--- src/eiu_pkg.sv ---
// constants shared by the external interrupt unit
// assumes a 32-bit apb slave with byte addresses on paddr
package eiu_pkg;

    // register byte offsets
    localparam logic [7:0] OFS_EXT_FLAGS    = 8'h1C;
    localparam logic [7:0] OFS_EXT_ENABLE   = 8'h20;
    localparam logic [7:0] OFS_GROUP_FLAGS  = 8'h24;
    localparam logic [7:0] OFS_SENSE_CTRL   = 8'h64;
    localparam logic [7:0] OFS_GROUP_ENABLE = 8'h68;
    localparam logic [7:0] OFS_MASK_LOW     = 8'h70;
    localparam logic [7:0] OFS_MASK_MID     = 8'h74;
    localparam logic [7:0] OFS_MASK_HIGH    = 8'h78;

    // register widths in use; upper bits read zero
    localparam int EXT_W   = 2;
    localparam int GROUP_W = 3;
    localparam int SENSE_W = 4;
    localparam int MID_W   = 7;

    // reset values
    localparam logic [7:0] RST_REG = 8'h00;

    // field positions inside the sense control register
    localparam int SENSE_ONE_LO  = 2;
    localparam int SENSE_ZERO_LO = 0;

    typedef enum logic [1:0] {
        SENSE_LOW_LEVEL = 2'b00,
        SENSE_ANY_EDGE  = 2'b01,
        SENSE_FALLING   = 2'b10,
        SENSE_RISING    = 2'b11
    } eiu_sense_type;

endpackage

--- src/eiu_top.sv ---
// external interrupt unit: two sensed pins and three pin-change groups
// assumes apb master on pclk, pins asynchronous, cpu handshake on pclk
`timescale 1ns/1ps

module eiu_top #(
    parameter int PC_W = 24
) (
    // apb clock and reset
    input  wire logic                 pclk,
    input  wire logic                 presetn,
    // apb slave
    input  wire logic                 psel,
    input  wire logic                 penable,
    input  wire logic                 pwrite,
    input  wire logic [7:0]           paddr,
    input  wire logic [31:0]          pwdata,
    output logic      [31:0]          prdata,
    output logic                      pready,
    output logic                      pslverr,
    // pins
    input  wire logic                 ext_irq_pin_zero,
    input  wire logic                 ext_irq_pin_one,
    input  wire logic [PC_W-1:0]      pin_change_inputs,
    // cpu side
    input  wire logic                 global_irq_enable,
    input  wire logic                 io_clock_running,
    input  wire logic [1:0]           ext_irq_serviced,
    input  wire logic [2:0]           group_irq_serviced,
    output logic      [1:0]           ext_irq_request,
    output logic      [2:0]           group_irq_request,
    output logic                      wake_request
);

    ////////////////////////////////////////////////////////////////////////////
    // pin synchronisers and previous samples

    logic [1:0]      ext_meta_q;
    logic [1:0]      ext_sync_q;
    logic [1:0]      ext_prev_q;
    logic [PC_W-1:0] pc_meta_q;
    logic [PC_W-1:0] pc_sync_q;
    logic [PC_W-1:0] pc_prev_q;

    // pins read whatever the pad sees, driven or not
    always_ff @(posedge pclk or negedge presetn) begin
        if (!presetn) begin
            ext_meta_q <= '0;
            ext_sync_q <= '0;
            ext_prev_q <= '0;
        end else begin
            ext_meta_q <= {ext_irq_pin_one, ext_irq_pin_zero};
            ext_sync_q <= ext_meta_q;
            ext_prev_q <= ext_sync_q;
        end
    end

    always_ff @(posedge pclk or negedge presetn) begin
        if (!presetn) begin
            pc_meta_q <= '0;
            pc_sync_q <= '0;
            pc_prev_q <= '0;
        end else begin
            pc_meta_q <= pin_change_inputs;
            pc_sync_q <= pc_meta_q;
            pc_prev_q <= pc_sync_q;
        end
    end

    ////////////////////////////////////////////////////////////////////////////
    // registers

    logic [eiu_pkg::EXT_W-1:0]   ext_flag_q;
    logic [eiu_pkg::EXT_W-1:0]   ext_enable_q;
    logic [eiu_pkg::GROUP_W-1:0] group_flag_q;
    logic [eiu_pkg::GROUP_W-1:0] group_enable_q;
    logic [eiu_pkg::SENSE_W-1:0] sense_q;
    logic [7:0]                  pin_mask_low_q;
    logic [eiu_pkg::MID_W-1:0]   pin_mask_mid_q;
    logic [7:0]                  pin_mask_high_q;

    logic                        wr_fire;
    logic [7:0]                  wbyte;

    // writes take effect only at the completing edge; read data is latched one edge earlier
    assign wr_fire = psel & penable & pready & pwrite;
    assign wbyte   = pwdata[7:0];

    always_ff @(posedge pclk or negedge presetn) begin
        if (!presetn) begin
            ext_enable_q    <= eiu_pkg::RST_REG[eiu_pkg::EXT_W-1:0];
            group_enable_q  <= eiu_pkg::RST_REG[eiu_pkg::GROUP_W-1:0];
            sense_q         <= eiu_pkg::RST_REG[eiu_pkg::SENSE_W-1:0];
            pin_mask_low_q  <= eiu_pkg::RST_REG;
            pin_mask_mid_q  <= eiu_pkg::RST_REG[eiu_pkg::MID_W-1:0];
            pin_mask_high_q <= eiu_pkg::RST_REG;
        end else if (wr_fire) begin
            case (paddr)
                eiu_pkg::OFS_EXT_ENABLE:   ext_enable_q   <= wbyte[eiu_pkg::EXT_W-1:0];
                eiu_pkg::OFS_GROUP_ENABLE: group_enable_q <= wbyte[eiu_pkg::GROUP_W-1:0];
                eiu_pkg::OFS_SENSE_CTRL:   sense_q        <= wbyte[eiu_pkg::SENSE_W-1:0];
                eiu_pkg::OFS_MASK_LOW:     pin_mask_low_q <= wbyte;
                eiu_pkg::OFS_MASK_MID:     pin_mask_mid_q <= wbyte[eiu_pkg::MID_W-1:0];
                eiu_pkg::OFS_MASK_HIGH:    pin_mask_high_q <= wbyte;
                default: begin
                end
            endcase
        end
    end

    ////////////////////////////////////////////////////////////////////////////
    // dedicated pin edge detection

    logic [1:0] sense_code [2];
    logic [1:0] ext_hit;
    logic [1:0] ext_level_mode;
    logic [1:0] ext_low;

    assign sense_code[0] = sense_q[eiu_pkg::SENSE_ZERO_LO +: 2];
    assign sense_code[1] = sense_q[eiu_pkg::SENSE_ONE_LO +: 2];

    genvar gi;
    generate
        for (gi = 0; gi < 2; gi++) begin : g_ext
            logic rise;
            logic fall;
            assign rise = ext_sync_q[gi] & ~ext_prev_q[gi];
            assign fall = ~ext_sync_q[gi] & ext_prev_q[gi];
            assign ext_low[gi] = ~ext_sync_q[gi];
            assign ext_level_mode[gi] =
                (sense_code[gi] == eiu_pkg::SENSE_LOW_LEVEL);
            always_comb begin
                case (eiu_pkg::eiu_sense_type'(sense_code[gi]))
                    eiu_pkg::SENSE_ANY_EDGE: ext_hit[gi] = rise | fall;
                    eiu_pkg::SENSE_FALLING:  ext_hit[gi] = fall;
                    eiu_pkg::SENSE_RISING:   ext_hit[gi] = rise;
                    default:                 ext_hit[gi] = 1'b0;
                endcase
            end
        end
    endgenerate

    ////////////////////////////////////////////////////////////////////////////
    // pin flags: set wins over any clear

    logic [1:0] ext_w1c;
    logic [1:0] ext_set;

    assign ext_w1c = (wr_fire && paddr == eiu_pkg::OFS_EXT_FLAGS) ?
                     wbyte[eiu_pkg::EXT_W-1:0] : 2'h0;
    // edges need the io clock; stopped outside idle sleep
    assign ext_set = ext_hit & {2{io_clock_running}};

    always_ff @(posedge pclk or negedge presetn) begin
        if (!presetn) begin
            ext_flag_q <= eiu_pkg::RST_REG[eiu_pkg::EXT_W-1:0];
        end else begin
            ext_flag_q <= (ext_flag_q & ~ext_w1c & ~ext_irq_serviced
                          | ext_set)
                          & ~ext_level_mode;
        end
    end

    ////////////////////////////////////////////////////////////////////////////
    // pin-change groups

    logic [23:0] pc_mask;
    logic [PC_W-1:0] pc_change;
    logic [2:0]  group_hit;
    logic [2:0]  group_w1c;

    // bit 15 has no pin and no mask
    assign pc_mask   = {pin_mask_high_q, 1'b0, pin_mask_mid_q, pin_mask_low_q};
    // no io clock gating here, so it works through sleep
    assign pc_change = (pc_sync_q ^ pc_prev_q) & pc_mask[PC_W-1:0];
    assign group_hit = {|pc_change[23:16], |pc_change[14:8], |pc_change[7:0]};
    assign group_w1c = (wr_fire && paddr == eiu_pkg::OFS_GROUP_FLAGS) ?
                       wbyte[eiu_pkg::GROUP_W-1:0] : 3'h0;

    always_ff @(posedge pclk or negedge presetn) begin
        if (!presetn) begin
            group_flag_q <= eiu_pkg::RST_REG[eiu_pkg::GROUP_W-1:0];
        end else begin
            group_flag_q <= group_flag_q & ~group_w1c & ~group_irq_serviced
                            | group_hit;
        end
    end

    ////////////////////////////////////////////////////////////////////////////
    // requests to the cpu and wake-up

    logic [1:0] ext_req_d;

    // level mode requests straight from the pin, as long as it is low
    assign ext_req_d = (ext_level_mode & ext_low | ~ext_level_mode & ext_flag_q)
                       & ext_enable_q & {2{global_irq_enable}};

    always_ff @(posedge pclk or negedge presetn) begin
        if (!presetn) begin
            ext_irq_request   <= '0;
            group_irq_request <= '0;
            wake_request      <= 1'b0;
        end else begin
            ext_irq_request   <= ext_req_d;
            group_irq_request <= group_flag_q & group_enable_q
                                 & {3{global_irq_enable}};
            // level wake is not gated by io clock; the low must still be sampled at a pclk edge
            wake_request      <= |(ext_level_mode & ext_low & ext_enable_q)
                                 | |(group_hit & group_enable_q);
        end
    end

    ////////////////////////////////////////////////////////////////////////////
    // apb answer: one wait state, then pready for one cycle

    logic [7:0] rd_d;
    logic       hit_d;

    always_comb begin
        rd_d  = 8'h00;
        hit_d = 1'b1;
        case (paddr)
            eiu_pkg::OFS_EXT_FLAGS:    rd_d = {6'h00, ext_flag_q};
            eiu_pkg::OFS_EXT_ENABLE:   rd_d = {6'h00, ext_enable_q};
            eiu_pkg::OFS_GROUP_FLAGS:  rd_d = {5'h00, group_flag_q};
            eiu_pkg::OFS_SENSE_CTRL:   rd_d = {4'h0, sense_q};
            eiu_pkg::OFS_GROUP_ENABLE: rd_d = {5'h00, group_enable_q};
            eiu_pkg::OFS_MASK_LOW:     rd_d = pin_mask_low_q;
            eiu_pkg::OFS_MASK_MID:     rd_d = {1'b0, pin_mask_mid_q};
            eiu_pkg::OFS_MASK_HIGH:    rd_d = pin_mask_high_q;
            default:                   hit_d = 1'b0;
        endcase
    end

    always_ff @(posedge pclk or negedge presetn) begin
        if (!presetn) begin
            pready  <= 1'b0;
            pslverr <= 1'b0;
            prdata  <= 32'h0000_0000;
        end else if (psel && penable && !pready) begin
            pready  <= 1'b1;
            pslverr <= ~hit_d;
            prdata  <= pwrite ? 32'h0000_0000 : {24'h00_0000, rd_d};
        end else begin
            pready  <= 1'b0;
            pslverr <= 1'b0;
            prdata  <= 32'h0000_0000;
        end
    end

endmodule

--- config.mk ---
export PLATFORM = sky130hd
export DESIGN_NAME = eiu_top
export DESIGN_NICKNAME = d
export VERILOG_FILES = /design/src/eiu_pkg.sv /design/src/eiu_top.sv
export SDC_FILE = /design/constraint.sdc
export NUM_CORES = 1
export LEC_CHECK = 0
export ABC_AREA = 0
export BUFFER_PORTS_ARGS = -buffer_cell sky130_fd_sc_hd__buf_2
export CORE_ASPECT_RATIO = 0.7
export CORE_MARGIN = 4
export CORE_UTILIZATION = 55
export CTS_BUF_LIST = sky130_fd_sc_hd__clkbuf_2
export DETAILED_ROUTE_END_ITERATION = 8
export GPL_ROUTABILITY_DRIVEN = 0
export PLACE_DENSITY = 0.81
export SETUP_SLACK_MARGIN = 0.4
export SLEW_MARGIN = 0
export SYNTH_ARGS = -nofsm -noshare
export SYNTH_HDL_FRONTEND = slang
export SYNTH_SLANG_ARGS = --single-unit
--- constraint.sdc ---
create_clock -name pclk -period 2.2 [get_ports pclk]
set_input_delay 0 -clock pclk [delete_from_list [all_inputs] [get_ports pclk]]
set_output_delay 0 -clock pclk [all_outputs]
set_load 0.01 [all_outputs]
Yosys cells after proc, flatten, opt, wreduce, memory -nomap -nowiden --
Cells that the tools add are included.
Word-level totals: bits of input ports 78, output and inout bits 40, register bits after elaboration 155, word-level logic and storage cells 102
Cells by class: reductions and logical operators 19, mux-type cells 10, equal/unequal tests 14, bitwise gates (word level) 39
Operators with widths (count):
- $pmux 8 s8 | 1
- $eq 8x7->1 const B | 5
- $mux 32 | 1
- $and 24x24->24 | 1
- $reduce_or 8->1 | 3
- $xor 24x24->24 | 1
- $and 2x2->2 | 9
- $eq 8x6->1 const B | 2
- $and 3x3->3 | 5
- $reduce_and 2->1 | 6
- $eq 2x2->1 const B | 4
- $eq 8x5->1 const B | 1
- $mux 8 | 1
- $and 1x1->1 | 7
- $reduce_or 7->1 | 1
- $not 2->2 | 3
- $not 3->3 | 2
- $pmux 1 s3 | 2
- $not 1->1 | 5
- $eq 2x1->1 const B | 2
- $logic_and 1x1->1 | 4
- $logic_not 2->1 | 2
- $or 2x2->2 | 2
- $mux 1 | 3
- 7 further kinds | 9

Logic depth before layout (Yosys ltp) --
Gate-level depths: netlist of the first run.
depth in word-level cells 10, depth in mapped cells 8, gate-level depth less buffers 6

Worst setup path after synthesis of the first run --
OpenSTA, ideal clock, no wires.
kind input-to-reg, start point input port paddr[5], end point register pin_mask_low_q[0], path buffers 4, required time 2075 ps, slack 111 ps, data arrival time 1964 ps, setup time 125 ps, cell stages on the path 8, cells stage by stage buf_4 -> or3b_1 -> buf_6 -> or4_4 -> buf_6 -> or3_1 -> buf_6 -> mux2_4
On the way: cells in the longest elaborated chain, start to end 2
RTL lines:
- start: declaration | RTL line eiu_top.sv:15 | input wire logic [7:0] paddr,
- $eq 8x7->1 | RTL line eiu_top.sv:97 | case (paddr)
- $reduce_and 2->1 (no source line)
- end signal: assignment | RTL line eiu_top.sv:93 | pin_mask_low_q <= eiu_pkg::RST_REG;
- end signal: assignment | RTL line eiu_top.sv:101 | eiu_pkg::OFS_MASK_LOW: pin_mask_low_q <= wbyte;
- end: declaration | RTL line eiu_top.sv:77 | logic [7:0] pin_mask_low_q;
No other way between the ends. A chain may end at the register's enable or synchronous reset.

Worst setup path in the final report of the first run --
Ends and elaborated chain as after synthesis.

==> results.ini, run 1 <==
[synth]
synth_top_cell_area_share_pct=62.64
synth_area_leader_cell=sky130_fd_sc_hd__dfrtp_1
synth_xor_xnor_area_share_pct=3.939
syn_avg_cell_area_sq_um=13.67
synth_enable_flop_cells=0
yosysWarnings=0
yosysUniqueCellTypes=54
synthTopCellsByArea=sky130_fd_sc_hd__dfrtp_1 63%, sky130_fd_sc_hd__mux2_2 5.7%, sky130_fd_sc_hd__xor2_1 3.9%
postSynth.asyncResetShare_pct=100.0
yosys.area_share.adder_pct=0.9787
ys_ff_latch=128
synth-simple-area-share_pct=9.616
synth.area.mux_share_pct=9.836
synth_top_family_by_area=multiplexers
dominant_synthesized_flop_cell=sky130_fd_sc_hd__dfrtp_1
post-synth-top-count-cell=sky130_fd_sc_hd__dfrtp_1
synthesis.instances=374
synth-compound-area-share_pct=6.973
synth_commonest_cells=128 x sky130_fd_sc_hd__dfrtp_1, 26 x sky130_fd_sc_hd__mux2_2, 25 x sky130_fd_sc_hd__buf_4
syn-cell-area_sq_um=5114
synth-seq-area-share_pct=62.64

[cts]
cts_setup_buffers=0
clock_sink_count=128
clock_path_buffers=2
cts_made_buffers=17
clock_tree.htree_level_count=4
tritoncts=done
clkLatencyLatePin_ns=0.68
cts_root_buf=sky130_fd_sc_hd__clkbuf_2
cts.reportedPaths.clkPinSlew_ns=0.18

[worst_setup_path]
r2r_setup_slack_ns=0.46
r2r_cells=3
worst_ep_arrival_time_ns=2.39
worst_setup_path_category=in2reg
critPathMaxFanout=10
crit-reg2reg-capture=ext_enable_q[1]$_DFFE_PN0P_
start_kind=primary input
r2r_start=pready$_DFF_PN0_
worstPathRequired_ns=2.77
worstSetupEndpointType=flop

[floorplanning]
floorplan_core_area_sq_um=9071
floorplan.rows=29
die_y_um=88.68
dieArea_sq_um=10930
die_w_um=123.3
start_util_pct=56.37
ports=118

[global_route]
grt_pass1_wl_um=18020
vias_in_the_first_global_route=3616
grt_max_degree=52
initial_antenna_violation_count=0
global_route.overflow_total=0
globalRouteTotalUtil_pct=22.14

[detailed_routing]
route.vias.total=3530
route.final.wire_length_um=11110
post-route-drc-count=0
detail_route.iter0.violations=375
wl_cell_um=16.51
drtPass1Iterations=7
drtAntennaViolNets=0
vias_per_cell=5.245

[sta]
setup_tns_ns=0
timing_max_transition_violations_final=0
fin_crit_sh_pct=82.91
timing.final.hold_violations=0
finalSetupViolations=0
finalWorstPathRequiredPeriod_ns=1.824
max_clock_freq_mhz=548.3
worstMarginPinSlew_ns=0.8245
slew_headroom_pct=45.03
rsz0062_at_grt=yes
largest_clock_skew_in_the_final_design_ns=0.02433

[min_path]
timing.hold.worst.class=in2reg
whs_endpoint=ext_enable_q[0]$_DFFE_PN0P_
min_from=psel
whs_path_depth=4

[cells_and_area]
area.growth.synth_to_final_pct=28.48
finalInstanceArea_sq_um=6570
insertedDiodeCount=0
filler_cell_count=621
stdcell_count=673
register_area_sq_um=3203
multi_input_area_sq_um=1705
final_util_pct=72.43
fin_nets=619
ratio_of_cells_with_drive_above_1_in_the_final_layout_pct=28.05

[power_and_ir_drop]
peakVddDrop_uv=535.5
lkg_pwr_nw=3.151
power_density_nw_per_um2=640.8

[placed_design]
placedCellCount=563
port-buffer-count=68
dp.final_hpwl_um=7328
placedInstanceArea_sq_um=5534

[outcome]
status=complete, no violations

[job]
maxCapViolCount=0

[stage by stage]
| stage | power, mW | hold WS (ns) | setup slack [ns] |
|---|---|---|---|
| 2_1_floorplan | 2.642 | -0.2956 | 0.1428 |
| 3_3_place_gp | 2.746 | 0.06454 | 0.1184 |
| 5_1_grt | 4.401 | 0.05855 | 0.3860 |
| 6_report | 4.210 | 0.09963 | 0.3761 |
| 4_1_cts | 4.236 | 0.01473 | 0.4236 |
| 3_5_place_dp | 2.761 | 0.06881 | 0.06003 |
[logic make-up after synthesis]
| family | Yosys count |
|---|---|
| compound gates | 45 |
| xor+xnor | 23 |
| fa+ha+maj | 4 |
| buf+inv | 50 |
| flops | 128 |
| mux | 43 |
| other cells | 1 |
| simple gates | 80 |
[critical path, cell delays in order]
cell	delay, ns
sky130_fd_sc_hd__dlygate4sd3_1	0.52
sky130_fd_sc_hd__clkbuf_4	0.19
sky130_fd_sc_hd__or3b_1	0.41
sky130_fd_sc_hd__or4_4	0.50
sky130_fd_sc_hd__or3_4	0.44
sky130_fd_sc_hd__mux2_4	0.33
[layout make-up]
cell class / count / share of cell area (%)
tap: 124 / 2.361
timing repair buffer: 157 / 18.62
sequential: 128 / 48.75
inverter: 14 / 0.7998
clock inverter: 13 / 2.133
clock buffer: 18 / 1.371
multi-input combinational: 219 / 25.96
[cells in the final DEF (no fill, tap or decap), drive strengths merged, types with 9 or more instances in the layout]
cell type | netlist | final
dfrtp | 128 | 128
dlygate4sd3 | 0 | 79
buf | 30 | 77
mux2 | 34 | 34
conb | 1 | 24
xor2 | 23 | 23
clkbuf | 6 | 19
inv | 14 | 15
a22oi | 12 | 12
nor2 | 10 | 10
nand2 | 10 | 10
mux2i | 9 | 9
[state kept, by name (all words and copies together) (netlist names), 4 cells and up]
| signal | flops |
|---|---|
| sense_q | 4 |
| pin_mask_low_q | 8 |
| pin_mask_high_q | 8 |
| pin_mask_mid_q | 7 |
| pc_prev_q | 23 |
| pc_meta_q | 23 |
| prdata | 8 |
| pc_sync_q | 23 |
[where the power goes]
part / switching [mW] / internal [mW]
logic: 0.178 / 0.182
registers: 0.0383 / 2.43
clock network: 0.863 / 0.518
[how the worst max path moves through the flow]
stage                           startpoint                             to  slack (ns)  cells past startpoint
after global placement            paddr[5]  pin_mask_low_q[4]$_DFFE_PN0P_        0.12                      5
after global routing      pready$_DFF_PN0_    ext_enable_q[1]$_DFFE_PN0P_        0.39                      3
final                             paddr[5]  pin_mask_low_q[0]$_DFFE_PN0P_        0.38                      6
after detailed placement          paddr[5]  pin_mask_low_q[5]$_DFFE_PN0P_        0.06                      5
after CTS                         paddr[5]  pin_mask_low_q[0]$_DFFE_PN0P_        0.42                      6
after floorplan                   paddr[5]  pin_mask_low_q[0]$_DFFE_PN0P_        0.14                      8
[per-layer routing]
metal | global-route usage, % | up-vias | wire (um) | share of wire [%]
li1 | - | 1605 | - | -
met1 | 30.01 | 1738 | 4715 | 42
met2 | 34.57 | 170 | 5369 | 48
met3 | 6.454 | 17 | 916 | 8.2
met4 | 7.940 | 0 | 108 | 0.97
met5 | 0 | - | 0 | 0
[timing repair]
action / 4_1_cts / 5_1_grt
resized for setup: 1 / 3
pin swaps: 0 / 1
hold buffers: 79 / 0
endpoints found under the hold margin: 205 / 0
endpoints found under the setup margin: 8 / 15
Power figures use the tool's default switching activity.
==> run 2: changes to the inputs <==
Settings changed: CORE_UTILIZATION 55 to 50, PLACE_DENSITY 0.81 to 0.78.
Clock period 2.2 ns to 1.6 ns, I/O delays scaled along.
==> results.ini, run 2 (synthesis results as in run 1) <==
[cells_and_area]
fin_nets=655  ; was 619
area.growth.synth_to_final_pct=41.50  ; was 28.48%
ratio_of_cells_with_drive_above_1_in_the_final_layout_pct=38.46  ; was 28.05%
final_cell_mix=126 x sky130_fd_sc_hd__dfrtp_1, 78 x sky130_fd_sc_hd__dlygate4sd3_1, 63 x sky130_fd_sc_hd__buf_2  ; was 128 x sky130_fd_sc_hd__dfrtp_1, 79 x sky130_fd_sc_hd__dlygate4sd3_1, 66 x sky130_fd_sc_hd__buf_2
insertedDiodeCount=0  ; unchanged
final_util_pct=73.58  ; was 72.43%
layout.cells.most_common=sky130_fd_sc_hd__dfrtp_1  ; unchanged
top_regs=pc_meta_q x23, pc_prev_q x23, pc_sync_q x23  ; unchanged

[worst_setup_path]
critPathMaxFanout=8  ; was 10
start_kind=primary input  ; unchanged
worst_ep_arrival_time_ns=2.24  ; was 2.39 ns
critical_path.slowest_cell=sky130_fd_sc_hd__dlygate4sd3_1  ; unchanged
timing.critical_path.slowest_cell_delay_ns=0.66  ; was 0.52 ns
worst_setup_path_category=in2reg  ; unchanged
worstSetupEndpointType=flop  ; unchanged
worstPathRequired_ns=2.16  ; was 2.77 ns
cell_by_cell_trace_of_the_critical_path=buf_2 -> dlygate4sd3_1 -> inv_1 -> or4_4 -> or3_4 -> buf_8 -> mux2_4  ; was dlygate4sd3_1 -> clkbuf_4 -> or3b_1 -> or4_4 -> or3_4 -> mux2_4

[sta]
timing.final.hold_violations=2  ; was 0
timing_max_transition_violations_final=0  ; unchanged
worstMarginPinSlew_ns=0.7077  ; was 0.8245 ns
fin_crit_sh_pct=105.2
whs_ns=-0.1326  ; was 0.09963 ns
slew_headroom_pct=52.82  ; was 45.03%
largest_clock_skew_in_the_final_design_ns=0.02100  ; was 0.02433 ns
rsz0062_at_grt=yes  ; unchanged
postLayoutSetupSlackWorst_ns=-0.08395  ; was 0.3761 ns
finalWorstPathRequiredPeriod_ns=1.684
finalSetupViolations=11  ; was 0
setup_tns_ns=-0.6553  ; was 0 ns
max_clock_freq_mhz=593.8

[power_and_ir_drop]
lkg_pwr_nw=3.483  ; was 3.151 nW
power_density_nw_per_um2=796.6  ; was 640.8 nW/um^2
peakVddDrop_uv=703.2  ; was 535.5 uV

[global_route]
globalRouteTotalUtil_pct=21.95  ; was 22.14%
vias_in_the_first_global_route=3982  ; was 3616
grt_pass1_wl_um=20120  ; was 18020 um
grt_max_degree=129  ; was 52
initial_antenna_violation_count=0  ; unchanged
global_route.overflow_total=0  ; unchanged

[floorplanning]
floorplan.rows=30  ; was 29
die_w_um=128.9  ; was 123.3 um
dieArea_sq_um=11940  ; was 10930 sq um
die_y_um=92.61  ; was 88.68 um
floorplan_core_area_sq_um=9834  ; was 9071 sq um
start_util_pct=52.00  ; was 56.37%
ports=118  ; unchanged

[job]
maxCapViolCount=0  ; unchanged

[detailed_routing]
detail_route.iter0.violations=334  ; was 375
drtPass1Iterations=5  ; was 7
post-route-drc-count=0  ; unchanged
drtAntennaViolNets=0  ; unchanged
wl_cell_um=18.52  ; was 16.51 um
route.vias.total=3805  ; was 3530
route.final.wire_length_um=13200  ; was 11110 um
vias_per_cell=5.337  ; was 5.245

[placed_design]
port-buffer-count=68  ; unchanged
placement.setup.worst_slack_ns=-0.3879  ; was 0.06003 ns
dp.final_hpwl_um=7988  ; was 7328 um

[cts]
tritoncts=done  ; unchanged
cts_root_buf=sky130_fd_sc_hd__clkbuf_2  ; unchanged
clock_path_buffers=2  ; unchanged
clock_tree.htree_level_count=4  ; unchanged
clkLatencyLatePin_ns=0.66  ; was 0.68 ns
cts.reportedPaths.clkPinSlew_ns=0.18  ; about the same
clock_sink_count=128  ; unchanged
cts_made_buffers=17  ; unchanged

[outcome]
failed_checks=negative hold slack, negative setup slack
status=finished with violations  ; was complete, no violations

[min_path]
timing.hold.worst.class=in2reg  ; unchanged

-- run 2: area by class of cell --
cell class | instances | area (sq um)
clock buffer | 17 | 85.08
clock inverter | 14 | 117.6
inverter | 14 | 52.55
tap | 128 | 160.2
sequential | 128 | 3206
fill | 630 | 2599
timing repair buffer | 193 | 1575
multi-input combinational | 219 | 2039
-- run 2: worst paths after layout --
path | from | end | slack (ns) | depth (start not counted)
worst min register to register | pc_meta_q[18]$_DFF_PN0_ | pc_sync_q[18]$_DFF_PN0_ | 0.36 | 0
worst min-delay path | paddr[2] | prdata[7]$_DFF_PN0_ | -0.13 | 4
worst max register to register | pc_sync_q[6]$_DFF_PN0_ | wake_request$_DFF_PN0_ | 0.02 | 4
max in group asynchronous | presetn | pc_meta_q[22]$_DFF_PN0_ | 0.53 | 4
min in group asynchronous | presetn | pc_meta_q[1]$_DFF_PN0_ | 0.50 | 4
worst max-delay path | paddr[4] | pin_mask_low_q[1]$_DFFE_PN0P_ | -0.08 | 7
-- run 2: critical path, delay by kind of cell --
kind          cells  cell delay [ns]
mux               1             0.30
simple gates      2             0.93
buf+inv           4             1.00
-- run 2: report_power, final --
group | switching, mW | internal [mW] | total, mW
Clock | 1.23 | 0.547 | 1.78
Combinational | 0.293 | 0.299 | 0.592
Sequential | 0.0540 | 3.34 | 3.40
Total | 1.58 | 4.19 | 5.76
-- run 2: per-layer routing --
metal	vias up	track usage [%]	wire (um)
met3	29	6.167	986
li1	1684	-	-
met1	1908	29.58	5571
met4	0	6.731	255
met2	184	34.74	6390
met5	-	0	0
-- run 2: through the flow --
stage	instance area (sq um)	cells	power [mW]
final	7236	713	5.764
after CTS	7010	709	5.755
after detailed placement	5749	589	3.834
after floorplan	5266	397	3.636
after global routing	7236	713	6.037
after global placement	5749	589	3.811
-- run 2: what timing repair did --
action                                 4_1_cts  5_1_grt
buffers inserted                            10        4
pin swaps                                   22        8
endpoints found under the hold margin      205       16
resized for setup                           45       46
hold buffers                                79        1
setup endpoints to repair                   63       64
==> run 3: changes to the inputs <==
Settings changed: CORE_UTILIZATION 50 to 55, PLACE_DENSITY 0.78 to 0.81.
Clock period 1.6 ns to 1.56 ns, I/O delays scaled along.
==> results.ini, run 3 (synthesis results as in run 1) <==
[outcome]
status=finished with violations  ; unchanged
failed_checks=negative hold slack, negative setup slack  ; unchanged

[detailed_routing]
post-route-drc-count=0  ; unchanged
route.vias.total=3795  ; was 3805
drtPass1Iterations=5  ; unchanged
drtAntennaViolNets=0  ; unchanged
route.final.wire_length_um=13020  ; was 13200 um
detail_route.iter0.violations=320  ; was 334
vias_per_cell=5.375  ; was 5.337
wl_cell_um=18.44  ; was 18.52 um

[worst_setup_path]
worst_ep_arrival_time_ns=2.13  ; was 2.24 ns
worstSetupEndpointType=flop  ; unchanged
r2r_start=pc_sync_q[13]$_DFF_PN0_  ; was pc_sync_q[6]$_DFF_PN0_
crit_start=pc_sync_q[13]$_DFF_PN0_  ; was paddr[4]
worst_setup_path_category=reg2reg  ; was in2reg
critPathMaxFanout=2  ; was 8
crit-reg2reg-capture=wake_request$_DFF_PN0_  ; unchanged
r2r_cells=4  ; unchanged
start_kind=flop  ; was primary input
worstPathRequired_ns=2.13  ; was 2.16 ns
r2r_setup_slack_ns=-0.007  ; was 0.02 ns
crit_end=wake_request$_DFF_PN0_  ; was pin_mask_low_q[1]$_DFFE_PN0P_

[cells_and_area]
layout.cells.most_common=sky130_fd_sc_hd__dfrtp_1  ; unchanged
final_cell_mix=126 x sky130_fd_sc_hd__dfrtp_1, 76 x sky130_fd_sc_hd__dlygate4sd3_1, 64 x sky130_fd_sc_hd__buf_2  ; was 126 x sky130_fd_sc_hd__dfrtp_1, 78 x sky130_fd_sc_hd__dlygate4sd3_1, 63 x sky130_fd_sc_hd__buf_2
filler_cell_count=463  ; was 630
ratio_of_cells_with_drive_above_1_in_the_final_layout_pct=37.46  ; was 38.46%
fin_nets=652  ; was 655
insertedDiodeCount=0  ; unchanged
top_regs=pc_meta_q x23, pc_prev_q x23, pc_sync_q x23  ; unchanged
area.growth.synth_to_final_pct=41.40  ; was 41.50%
final_util_pct=79.71  ; was 73.58%

[cts]
cts_made_buffers=17  ; unchanged
tritoncts=done  ; unchanged
cts_root_buf=sky130_fd_sc_hd__clkbuf_2  ; unchanged
postCtsHoldBufs=78  ; was 79
clock_path_buffers=2  ; unchanged
clock_sink_count=128  ; unchanged
cts.reportedPaths.clkPinSlew_ns=0.18  ; about the same
clock_tree.htree_level_count=4  ; unchanged
clkLatencyLatePin_ns=0.67  ; was 0.66 ns

[sta]
largest_clock_skew_in_the_final_design_ns=0.03328  ; was 0.02100 ns
postLayoutSetupSlackWorst_ns=-0.007035  ; was -0.08395 ns
slew_headroom_pct=61.33  ; was 52.82%
max_clock_freq_mhz=638.1
worstMarginPinSlew_ns=0.5801  ; was 0.7077 ns
timing.final.hold_violations=5  ; was 2
finalSetupViolations=1  ; was 11
whs_ns=-0.1306  ; was -0.1326 ns
timing_max_transition_violations_final=0  ; unchanged
rsz0062_at_grt=yes  ; unchanged
setup_tns_ns=-0.007035  ; was -0.6553 ns
fin_crit_sh_pct=100.5
finalWorstPathRequiredPeriod_ns=1.567

[floorplanning]
die_w_um=123.3  ; was 128.9 um
floorplan_core_area_sq_um=9071  ; was 9834 sq um
floorplan.rows=29  ; was 30
start_util_pct=56.37  ; was 52.00%
ports=118  ; unchanged
die_y_um=88.68  ; was 92.61 um
dieArea_sq_um=10930  ; was 11940 sq um

[min_path]
timing.hold.worst.class=in2reg  ; unchanged
min_from=paddr[2]  ; unchanged

[power_and_ir_drop]
peakVddDrop_uv=763.6  ; was 703.2 uV
power_density_nw_per_um2=855.7  ; was 796.6 nW/um^2
post-layout-total-power_mw=6.187  ; was 5.764 mW
lkg_pwr_nw=3.511  ; was 3.483 nW

[placed_design]
dp.final_hpwl_um=7888  ; was 7988 um
port-buffer-count=68  ; unchanged

[global_route]
global_route.overflow_total=0  ; unchanged
grt_max_degree=53  ; was 129
grt_pass1_wl_um=20020  ; was 20120 um
initial_antenna_violation_count=0  ; unchanged
globalRouteTotalUtil_pct=24.79  ; was 21.95%
vias_in_the_first_global_route=3917  ; was 3982

[job]
maxCapViolCount=0  ; unchanged

==> run 3: cell count changes in the layout (fill, tap and decap cells not counted), moves of 3 or more <==
cell / before / now
sky130_fd_sc_hd__buf_6: 17 / 10
sky130_fd_sc_hd__clkinvlp_4: 3 / 0
sky130_fd_sc_hd__mux2_2: 3 / 7
sky130_fd_sc_hd__mux2_4: 31 / 27
==> run 3: layout make-up <==
type	instances	area [sq um]	share of cell area, %
clock buffers	17	85.08	1.177
clock inverters	14	165.2	2.284
inverters	14	52.55	0.7268
multi-input cells	219	2023	27.98
flip-flops and latches	128	3206	44.33
well taps	124	155.1	2.146
repair buffers	190	1544	21.35
==> run 3: metal layers <==
metal | vias up | GRT usage (%) | wire length, um
li1 | 1681 | - | -
met1 | 1885 | 31.80 | 5438
met2 | 195 | 39.84 | 6261
met3 | 34 | 7.412 | 1053
met4 | 0 | 10.55 | 264
met5 | - | 0 | 0
==> run 3: power by group <==
part | total [mW] | switching [mW] | internal (mW)
clock | 2.10 | 1.21 | 0.890
combinational | 0.604 | 0.297 | 0.306
sequential | 3.48 | 0.0555 | 3.43
==> run 3: worst max-delay path, cell delays in order (launching register included) <==
cell                       delay [ns]
sky130_fd_sc_hd__dfrtp_1         0.44
sky130_fd_sc_hd__xor2_1          0.15
sky130_fd_sc_hd__a222oi_1        0.42
sky130_fd_sc_hd__a31oi_1         0.15
sky130_fd_sc_hd__a2111o_1        0.31
==> run 3: per-stage QoR <==
step	cell area, sq um	setup slack [ns]	std cells
after floorplan	5269	-0.4971	397
after global placement	5752	-0.3491	584
after detailed placement	5752	-0.3884	584
after CTS	7091	0.006181	701
after global routing	7231	-0.1204	706
final	7231	-0.007035	706
==> run 3: how the worst min path moves through the flow <==
stage,to,cells after the start
after global placement,pc_prev_q[3]$_DFF_PN0_,1
after floorplan,ext_enable_q[0]$_DFFE_PN0P_,0
after detailed placement,pc_prev_q[3]$_DFF_PN0_,1
after global routing,prdata[7]$_DFF_PN0_,5
after CTS,prdata[7]$_DFF_PN0_,4
final,prdata[7]$_DFF_PN0_,4
==> run 3: timing repair <==
| item | in CTS | in global routing |
|---|---|---|
| buffers inserted | 8 | 5 |
| endpoints found under the setup margin | 63 | 64 |
| resized for setup | 52 | 23 |
| pin swaps | 19 | 6 |
| hold endpoints to repair | 205 | 6 |
